$ cat src/otfm_map.svh
// What this block does
// - writable over-temperature fault threshold in degrees C, 125 after reset
// - threshold word: signed exponent in bits 15:11, signed mantissa in 10:0
// - on fault, set the temperature summary flag of the status byte
// - on fault, set the over-temperature fault flag of the temperature status
// - on fault, assert host alert and regulator fault outputs
// - on fault, shut down and disable the regulated output at once
// - restart automatically once temperature falls 15 degrees C below threshold
// - fault action reads as fixed, read-only 8-bit value f8h
/*
  Offsets, field positions, reset values and fixed-point constants of the
  over-temperature fault monitor. Assumes inclusion by bare name.
*/
`ifndef OTFM_MAP_SVH
`define OTFM_MAP_SVH

`define OTFM_CMD_THRESHOLD 8'h4f
`define OTFM_CMD_ACTION 8'h50
`define OTFM_THRESHOLD_RESET 16'h007d
`define OTFM_ACTION_VALUE 8'hf8
`define OTFM_EXP_MSB 15
`define OTFM_EXP_LSB 11
`define OTFM_MANT_MSB 10
`define OTFM_MANT_LSB 0
`define OTFM_FRAC_BITS 16
`define OTFM_HYST_DEGC 15

`endif

$ cat src/otfm_pkg.sv
/*
  Types of the over-temperature fault monitor.
  Assumes otfm_map.svh is on the include path.
*/
package otfm_pkg;
  // decoded linear value: 11-bit mantissa shifted by up to 31
  localparam int OTFM_VAL_W = 43;
  typedef logic signed [OTFM_VAL_W-1:0] otfm_val_t;
  typedef logic [15:0] otfm_word_t;
endpackage : otfm_pkg

$ cat src/otfm_dec_if.sv
/*
  Carrier between the monitor and its linear-format decoders.
  Assumes one decoder per instance of this interface.
*/
`timescale 1ns/1ps
interface otfm_dec_if;
  import otfm_pkg::*;
  otfm_word_t word;
  otfm_val_t value;
  logic valid;
  modport src (output word, input value, input valid);
  modport dec (input word, output value, output valid);
endinterface : otfm_dec_if

$ cat src/otfm_top.sv
/*
  Over-temperature fault monitor: threshold and action registers behind a
  command port, fault detection with restart hysteresis, status flags, alert
  and output-enable control.
  Assumes the temperature word and command port come from logic on clk_i,
  so neither is synchronised here.
*/
`timescale 1ns/1ps
`include "otfm_map.svh"
module otfm_top
  import otfm_pkg::*;
(
  input wire logic clk_i,
  input wire logic rst_n_i,
  input wire logic ce_i,
  input wire logic cmd_valid_i,
  input wire logic cmd_write_i,
  input wire logic [7:0] cmd_code_i,
  input wire logic [15:0] cmd_wdata_i,
  output logic [15:0] cmd_rdata_o,
  output logic cmd_ack_o,
  output logic cmd_error_o,
  input wire logic [15:0] temp_word_i,
  input wire logic status_clear_i,
  output logic status_byte_temp_o,
  output logic status_temp_ot_fault_o,
  output logic host_alert_out_o,
  output logic regulator_fault_out_o,
  output logic output_enable_o,
  output logic shutdown_o
);
  typedef struct packed {
    otfm_word_t threshold;
    logic shutdown;
    logic flag_byte_temp;
    logic flag_temp_fault;
    logic [15:0] rdata;
    logic ack;
    logic error;
  } otfm_state_t;

  otfm_state_t st_q;
  otfm_state_t st_d;

  otfm_dec_if dec_if[2] ();

  // channel 0 decodes the threshold, channel 1 the temperature reading
  genvar g;
  generate
    for (g = 0; g < 2; g++) begin : g_dec
      otfm_lin_decode u_dec (
        .clk_i(clk_i),
        .rst_n_i(rst_n_i),
        .ce_i(ce_i),
        .bus(dec_if[g])
      );
    end
  endgenerate

  assign dec_if[0].word = st_q.threshold;
  assign dec_if[1].word = temp_word_i;

  otfm_val_t thr_val;
  otfm_val_t temp_val;
  otfm_val_t hyst_val;
  otfm_val_t release_val;
  logic both_valid;
  logic over_limit;
  logic below_release;
  logic fault_trigger;

  // compare only once both decoders hold real data, else reset zeros would match
  assign thr_val = dec_if[0].value;
  assign temp_val = dec_if[1].value;
  assign both_valid = dec_if[0].valid & dec_if[1].valid;
  assign hyst_val = otfm_val_t'(`OTFM_HYST_DEGC) <<< `OTFM_FRAC_BITS;
  assign release_val = thr_val - hyst_val;
  assign over_limit = both_valid && (temp_val >= thr_val);
  assign below_release = both_valid && (temp_val <= release_val);
  assign fault_trigger = over_limit && !st_q.shutdown;

  // one process for registers, fault latch and flags
  always_comb begin
    st_d = st_q;
    st_d.ack = 1'b0;
    st_d.error = 1'b0;

    // command port: one-cycle ack, read data registered
    if (cmd_valid_i) begin
      st_d.ack = 1'b1;
      case (cmd_code_i)
        `OTFM_CMD_THRESHOLD: begin
          if (cmd_write_i) begin
            st_d.threshold = cmd_wdata_i;
          end else begin
            st_d.rdata = st_q.threshold;
          end
        end
        `OTFM_CMD_ACTION: begin
          // action is fixed; a write is refused and flagged
          if (cmd_write_i) begin
            st_d.error = 1'b1;
          end else begin
            st_d.rdata = {8'h00, `OTFM_ACTION_VALUE};
          end
        end
        default: begin
          st_d.error = 1'b1;
          if (!cmd_write_i) begin
            st_d.rdata = 16'h0000;
          end
        end
      endcase
    end

    // clear first so a fault in the same cycle still sets the flags
    if (status_clear_i) begin
      st_d.flag_byte_temp = 1'b0;
      st_d.flag_temp_fault = 1'b0;
    end

    // shutdown latch with hysteresis; restart needs a 15 degree drop
    if (fault_trigger) begin
      st_d.shutdown = 1'b1;
      st_d.flag_byte_temp = 1'b1;
      st_d.flag_temp_fault = 1'b1;
    end else if (st_q.shutdown && below_release) begin
      st_d.shutdown = 1'b0;
    end
  end

  always_ff @(posedge clk_i) begin
    if (!rst_n_i) begin
      st_q <= '0;
      st_q.threshold <= `OTFM_THRESHOLD_RESET;
    end else if (ce_i) begin
      st_q <= st_d;
    end
  end

  // alert stays until software clears; regulator fault also holds through shutdown
  assign host_alert_out_o = st_q.flag_byte_temp | st_q.flag_temp_fault;
  assign regulator_fault_out_o = st_q.flag_temp_fault | st_q.shutdown;
  assign output_enable_o = !st_q.shutdown;
  assign shutdown_o = st_q.shutdown;
  assign status_byte_temp_o = st_q.flag_byte_temp;
  assign status_temp_ot_fault_o = st_q.flag_temp_fault;
  assign cmd_rdata_o = st_q.rdata;
  assign cmd_ack_o = st_q.ack;
  assign cmd_error_o = st_q.error;
endmodule : otfm_top

$ cat src/otfm_lin_decode.sv
/*
  Linear-format decoder: mantissa times two to the exponent, as a signed
  fixed-point value with a common number of fraction bits. Registered output.
  Assumes word is synchronous to clk_i.
*/
`timescale 1ns/1ps
`include "otfm_map.svh"
module otfm_lin_decode
  import otfm_pkg::*;
(
  input wire logic clk_i,
  input wire logic rst_n_i,
  input wire logic ce_i,
  otfm_dec_if.dec bus
);
  typedef struct packed {
    otfm_val_t value;
    logic valid;
  } otfm_dec_state_t;

  otfm_dec_state_t st_q;
  otfm_dec_state_t st_d;

  // exponent -16..15 plus 16 fraction bits never goes negative, so one left shift serves
  always_comb begin
    logic signed [4:0] exp_v;
    logic [5:0] shift_v;
    otfm_val_t mant_v;
    exp_v = 5'h00;
    shift_v = 6'h00;
    mant_v = '0;
    st_d = st_q;
    exp_v = $signed(bus.word[`OTFM_EXP_MSB:`OTFM_EXP_LSB]);
    shift_v = 6'({exp_v[4], exp_v}) + 6'(`OTFM_FRAC_BITS);
    mant_v = otfm_val_t'($signed(bus.word[`OTFM_MANT_MSB:`OTFM_MANT_LSB]));
    st_d.value = mant_v <<< shift_v;
    st_d.valid = 1'b1;
  end

  always_ff @(posedge clk_i) begin
    if (!rst_n_i) begin
      st_q <= '0;
    end else if (ce_i) begin
      st_q <= st_d;
    end
  end

  assign bus.value = st_q.value;
  assign bus.valid = st_q.valid;
endmodule : otfm_lin_decode

$ cat config.mk
export PLATFORM = sky130hd
export DESIGN_NAME = otfm_top
export DESIGN_NICKNAME = d
export VERILOG_FILES = /design/src/otfm_pkg.sv /design/src/otfm_dec_if.sv /design/src/otfm_top.sv /design/src/otfm_lin_decode.sv
export VERILOG_INCLUDE_DIRS = /design/src /design/src/src
export SDC_FILE = /design/constraint.sdc
export NUM_CORES = 1
export LEC_CHECK = 0
export ABC_AREA = 1
export BUFFER_PORTS_ARGS = -buffer_cell sky130_fd_sc_hd__buf_2
export CAP_MARGIN = 15
export CORE_MARGIN = 4
export CORE_UTILIZATION = 52
export CTS_BUF_LIST = sky130_fd_sc_hd__clkbuf_4 sky130_fd_sc_hd__clkbuf_8
export DETAILED_ROUTE_END_ITERATION = 8
export GPL_ROUTABILITY_DRIVEN = 1
export PLACE_DENSITY_LB_ADDON = 0.15
export SKIP_LAST_GASP = 1
export SLEW_MARGIN = 20
export SYNTH_ARGS = -nofsm -noshare
export SYNTH_HDL_FRONTEND = slang
export SYNTH_HIERARCHICAL = 1
export SYNTH_SLANG_ARGS = --single-unit
$ cat constraint.sdc
create_clock -name clk_i -period 8.8 [get_ports clk_i]
set_input_delay 1.32 -clock clk_i [delete_from_list [all_inputs] [get_ports clk_i]]
set_output_delay 1.32 -clock clk_i [all_outputs]
set_load 0.005 [all_outputs]
# Yosys cells after proc, flatten, opt, wreduce, memory -nomap -nowiden
# Cells that the tools add are included.
# word_totals
input_bits	46
out_inout_bits	24
reg_bits	124
# classes
muxes	11
shift	2
bitwise_logic	3
order_cmp	2
reduce_logical	11
n_addsub	3
n_eq_ne	2
# op_table
cell	n
<<< shifter 11 x 6 -> 43 bit	2
two-way mux 16 bit	3
greater-or-equal comparator 43 bit	1
less-or-equal comparator 43 bit	1
subtractor 43 x 21 -> 43 bit, second input constant	1
one-hot mux 16 bit (2 select lines)	1
== test 8 x 7 -> 1 bit, second input constant	2
adder 6 x 5 -> 6 bit, second input constant	2
two-way mux 2 bit	3
logical AND 1 bit	4
AND reduction 2 bit	2
AND reduction 4 bit	1
nonzero test 2 bit	2
two-way mux 1 bit	3
AND reduction 3 bit	1
OR 1 bit	2
one-hot mux 1 bit (2 select lines)	1
zero test 1 bit	1
inverter 1 bit	1

# Depth between registers and ports, before layout
# depth
depth_word	6
mapped_depth	25
ltp_nobuf	25

# Modules after synthesis
# Netlist, hierarchy kept.
# modules_own_cells
module	area_each_um2	n_inst	cells_per_inst
otfm_lin_decode	2397.3	2	356
otfm_top	3896.2	1	602

# Least setup slack after synthesis
# No wires, ideal clock.
# synth_timing
path_kind	reg2reg
from	register g_dec[0].u_dec.st_q, in the netlist g_dec[0].u_dec/bus.value[16]
to	register st_q, in the netlist shutdown_o
arrival_time_ps	2782
stages_incl_launch_ff	23
slack_ps	5946
path_buffers	0
period_less_slack_ps	2854
setup_time_ps	72
cell_sequence	dfxtp_1 -> ha_1 -> nand3_2 -> nand2_4 -> nor3_4 -> nand4_2 -> nor3_4 -> nand3_2 -> nor3_2 -> xor2_1 -> ha_1 -> nand2_1 -> nor2_1 -> nand3_1 -> nor2_1 -> nand2_1 -> nor2_1 -> nor2_1 -> nand3_1 -> nand3_1 -> nand2_1 -> nand2_1 -> a21oi_1
# synth_via
elab_chain_len	6
elab_cells_between_ends	10
# synth_lines
item	line_no	source
start, declared	otfm_lin_decode.sv:21	otfm_dec_state_t st_q;
start signal, assigned	otfm_lin_decode.sv:44	st_q <= st_d;
subtractor 43 x 21 -> 43 bit	otfm_top.sv:77	assign release_val = thr_val - hyst_val;
less-or-equal comparator 43 bit	otfm_top.sv:79	assign below_release = both_valid && (temp_val <= release_val);
logical AND 1 bit	otfm_top.sv:79	
logical AND 1 bit	otfm_top.sv:127	end else if (st_q.shutdown && below_release) begin
nonzero test 2 bit (no source line)	--	
AND reduction 2 bit (no source line)	--	
end signal, assigned	otfm_top.sv:137	st_q <= st_d;
end, declared	otfm_top.sv:42	otfm_state_t st_q;
# Several ways; a longest one is shown, not always the timed one.
# A chain may end at the register's enable or synchronous reset.

# Final worst setup path
# Same ends and word-level chain as after synthesis.

==> out/qor.yml <==
pwr:
  power.internal_mw: 0.970
  sw_frac_of_total_pct: 31.1
  clock_power_share_pct: 38.1
  netSwitchingPower_mw: 0.439
  power.ir.vdd_worst_mv: 0.114
  power_frac_seq_pct: 42.2
  combPwrFrac_pct: 19.8
  power.static_leakage_nw: 4.53
  power_density_nw_per_um2: 149
clock_tree:
  ctsLongestPathBuffers: 2
  cts_num_sinks: 122
  cts-buffers-inserted: 17
  postCtsHoldBufs: 0
  htree_levels: 4
  insertion_delay_ns: 0.45
  post_cts_buffers: 0
  cts_tree: "done"
  worst_setup_hold_path_clk_slew_ns: 0.08
  cts.repair.resized: 0
  cts.root.buffer_cell: "clkbuf_8"
timing:
  totalNegativeSetupSlack_ns: 0
  fin_skew_ns: 0.0149
  hold_violations: 0
  maxClockFrequency_ghz: 0.307
  final_critical_path_setup_slack_ns: 5.54
  min_period_over_period_pct: 37.0
  slew_headroom_pct: 34.4
  setup_viol_count_final: 0
  worst-slew-pin-transition_ns: 0.984
  final_period_minus_worst_setup_slack_ns: 3.26
  hold-worst-slack_ns: 0.474
  grt_setup_unrepaired: "no"
  slew_violations: 0
logic_synthesis:
  syn-mean-instance-area_um2: 6.61
  mapped_area_um2: 8690
  post-synth-top-area-fraction_pct: 28.1
  postSynth.topFlopCell: "dfxtp_1"
  synth-seq-cells: 122
  fraction_of_the_mapped_netlist_area_in_adder_cells_pct: 10.2
  yosysWarnings: 6
  asyncSetResetFlopFracSynth_pct: 0
  postSynthNetCount: 1431
  synth.area.mux_share_pct: 0
  synth_seq_area_share_pct: 28.1
  unique_cell_type_count_in_the_yosys_netlist: 42
  netlist_top_cells_area: "dfxtp_1 (28%), nand2_1 (16%), ha_1 (10%), nand3_1 (7.8%), a21oi_1 (7.1%)"
  synth_compound_area_share_pct: 13.2
  postSynthCellCount: 1314
  synth_top_family_by_area: "simple AND/OR/NAND/NOR gates"
  synth-edff-count: 0
  yosys.area_share.xor_xnor_pct: 2.22
  synth_simple_gate_area_share_pct: 37.0
  netlist.top_cell.by_area: "dfxtp_1"
setup_path:
  critical_path.startpoint_type: "flop"
  classification_of_the_worst_setup_path: "flop to flop"
  worstRegToRegCells: 23
  worstPathArrival_ns: 3.60
  crit_path_cell_trace: "ha_1 -> nand3_2 -> nand2_4 -> nor3_4 -> nand4_2 -> nor3_4 -> nand3_2 -> nor3_2 -> xor2_1 -> ha_1 -> nand2_1 -> nor2_1 -> nand3_1 -> nor2_1 -> nand2_1 -> inv_1 -> nand2_1 -> nand3_1 -> nand2_1 -> nand3_1 -> nand2_1 -> nand2_1 -> a21oi_1"
  critPathRequiredTime_ns: 9.14
  critical-path-slowest-cell: "dfxtp_1"
  critical-path-max-stage-delay_ns: 0.37
  path_max_fanout: 5
  critical_path.most_common_cell: "nand2_1"
  crit_path_end_kind: "flop"
placed_design:
  routabilityCongestion: 0.942
  place_hpwl_mm: 19.4
  port-buffer-count: 69
  place.detailed.instances: 1553
  dp_slack_ns: 5.33
routing:
  dr.pass1.iters: 5
  drt_wl_total_mm: 25.1
  initialDrtViolationCount: 760
  vias: 8674
  wl_per_cell_um: 15.8
  via_per_inst: 5.48
  drc: 0
  ant_nets: 0
hold_path:
  hold_class: "flop to flop"
  timing.hold.worst_path_depth: 2
die:
  die_w_um: 137
  design.core.area_um2: 16500
  fp-row-count: 47
  io_pins: 70
  die_h_um: 137
  start_util_pct: 52.8
  dieArea_um2: 18800
finish:
  area.growth.synth_to_final_pct: 8.58
  nFillCells: 1662
  register_area_um2: 2440
  stdcell_count: 1584
  n_antenna_cell: 0
  multi_input_area_um2: 5440
  post_route_cells_drive_above_1_share_pct: 13.9
  finish.net_count: 1469
global_route:
  antenna_violations_before_repair: 0
  grt_start_max_net_pins: 47
  total_congestion_overflow: 0
  via_count_of_the_first_global_routing_pass: 7767
  grt_first_pass_wirelength_mm: 39.7
  grtUsageTotal_pct: 26.9
flow_run:
  timing.max_cap.violations: 0
outcome:
  status: "completed"
## cell usage after synthesis (18+ instances only)
library cell and instances:
inv_2 19, xor2_1 21, nand3_2 24, dfxtp_1 122, o21ai_0 52, inv_1 106
nand3_1 135, nor2_1 102, ha_1 71, nand2_1 369, a21oi_1 124, nand4_1 23
nand2_2 18
## per-layer routing
layer / GRT usage, % / up-vias / routed length, um
met5: 0 / - / 0
met4: 9.59 / 0 / 590
met3: 3.62 / 40 / 1450
met2: 44.3 / 302 / 11600
met1: 36.1 / 3913 / 11400
li1: - / 4419 / -
## kinds of logic (layout without fill, tap and decap cells)
| kind of cell | count (synthesis) | count (layout) |
|---|---|---|
| AND/OR/NAND/NOR | 704 | 704 |
| XOR/XNOR | 22 | 22 |
| flip-flops | 122 | 122 |
| buffers and inverters | 182 | 232 |
| adder cells (fa/ha/maj) | 71 | 71 |
| AO/OA/AOI/OAI | 213 | 213 |
## cell usage in the layout, fill, tap and decap left out, drive strengths merged, types with 8 or more instances in the layout
master,count
clkbuf,20
nor3,13
nor2,105
nand3,159
nand2,390
a21oi,130
buf,73
inv,126
xor2,21
ha,71
nand4,24
nor4,8
dfxtp,122
o21ai,66
## sequential cells by signal (all words and copies together) (netlist names)
register               count
cmd_ack_o                  1
cmd_error_o                1
cmd_rdata_o               16
dec_if.word               16
g_dec.u_dec/bus.valid      2
g_dec.u_dec/bus.value     84
shutdown_o                 1
status_byte_temp_o         1
## power groups by stage
stage / clock network [mW] / logic [mW] / registers [mW]
6_report: 0.536 / 0.278 / 0.594
5_1_grt: 0.568 / 0.316 / 0.596
4_1_cts: 0.545 / 0.276 / 0.594
3_5_place_dp: 0 / 0.275 / 0.606
3_3_place_gp: 0 / 0.272 / 0.606
2_1_floorplan: 0 / 0.206 / 0.597
## worst paths after layout
kind                                                                 from                 endpoint  slack [ns]
worst min-delay path                               cmd_ack_o$_SDFFE_PN0P_   cmd_ack_o$_SDFFE_PN0P_        0.47
worst min register to register                     cmd_ack_o$_SDFFE_PN0P_   cmd_ack_o$_SDFFE_PN0P_        0.47
worst max-delay path            g_dec[0].u_dec/bus.value[16]$_SDFFE_PN0P_  shutdown_o$_SDFFE_PN0P_        5.54
worst max register to register  g_dec[0].u_dec/bus.value[16]$_SDFFE_PN0P_  shutdown_o$_SDFFE_PN0P_        5.54
## final cells by class
| cell class | instances | area share (%) |
|---|---|---|
| Sequential cell | 122 | 25.9 |
| Multi-Input combinational cell | 1010 | 57.7 |
| Clock inverter | 11 | 1.52 |
| Clock buffer | 20 | 2.92 |
| Timing Repair Buffer | 73 | 3.98 |
| Inverter | 128 | 5.09 |
| Tap cell | 220 | 2.92 |
## critical path: cells and delay by family (launching register included)
kind            cells  cell delay, ns
simple gates       18            1.98
xor+xnor            1            0.09
fa+ha+maj           2            0.60
flops               1            0.37
buf+inv             1            0.06
compound gates      1            0.05
## stage by stage
stage / instance area (um2) / util, % / power, mW
final: 9440 / 57.3 / 1.41
after global routing: 9440 / 57.3 / 1.48
after CTS: 9440 / 57.3 / 1.42
after detailed placement: 9020 / 54.8 / 0.882
after global placement: 9020 / 54.8 / 0.878
after floorplan: 8690 / - / 0.803
Note: power is estimated with default switching activity, not from simulation.
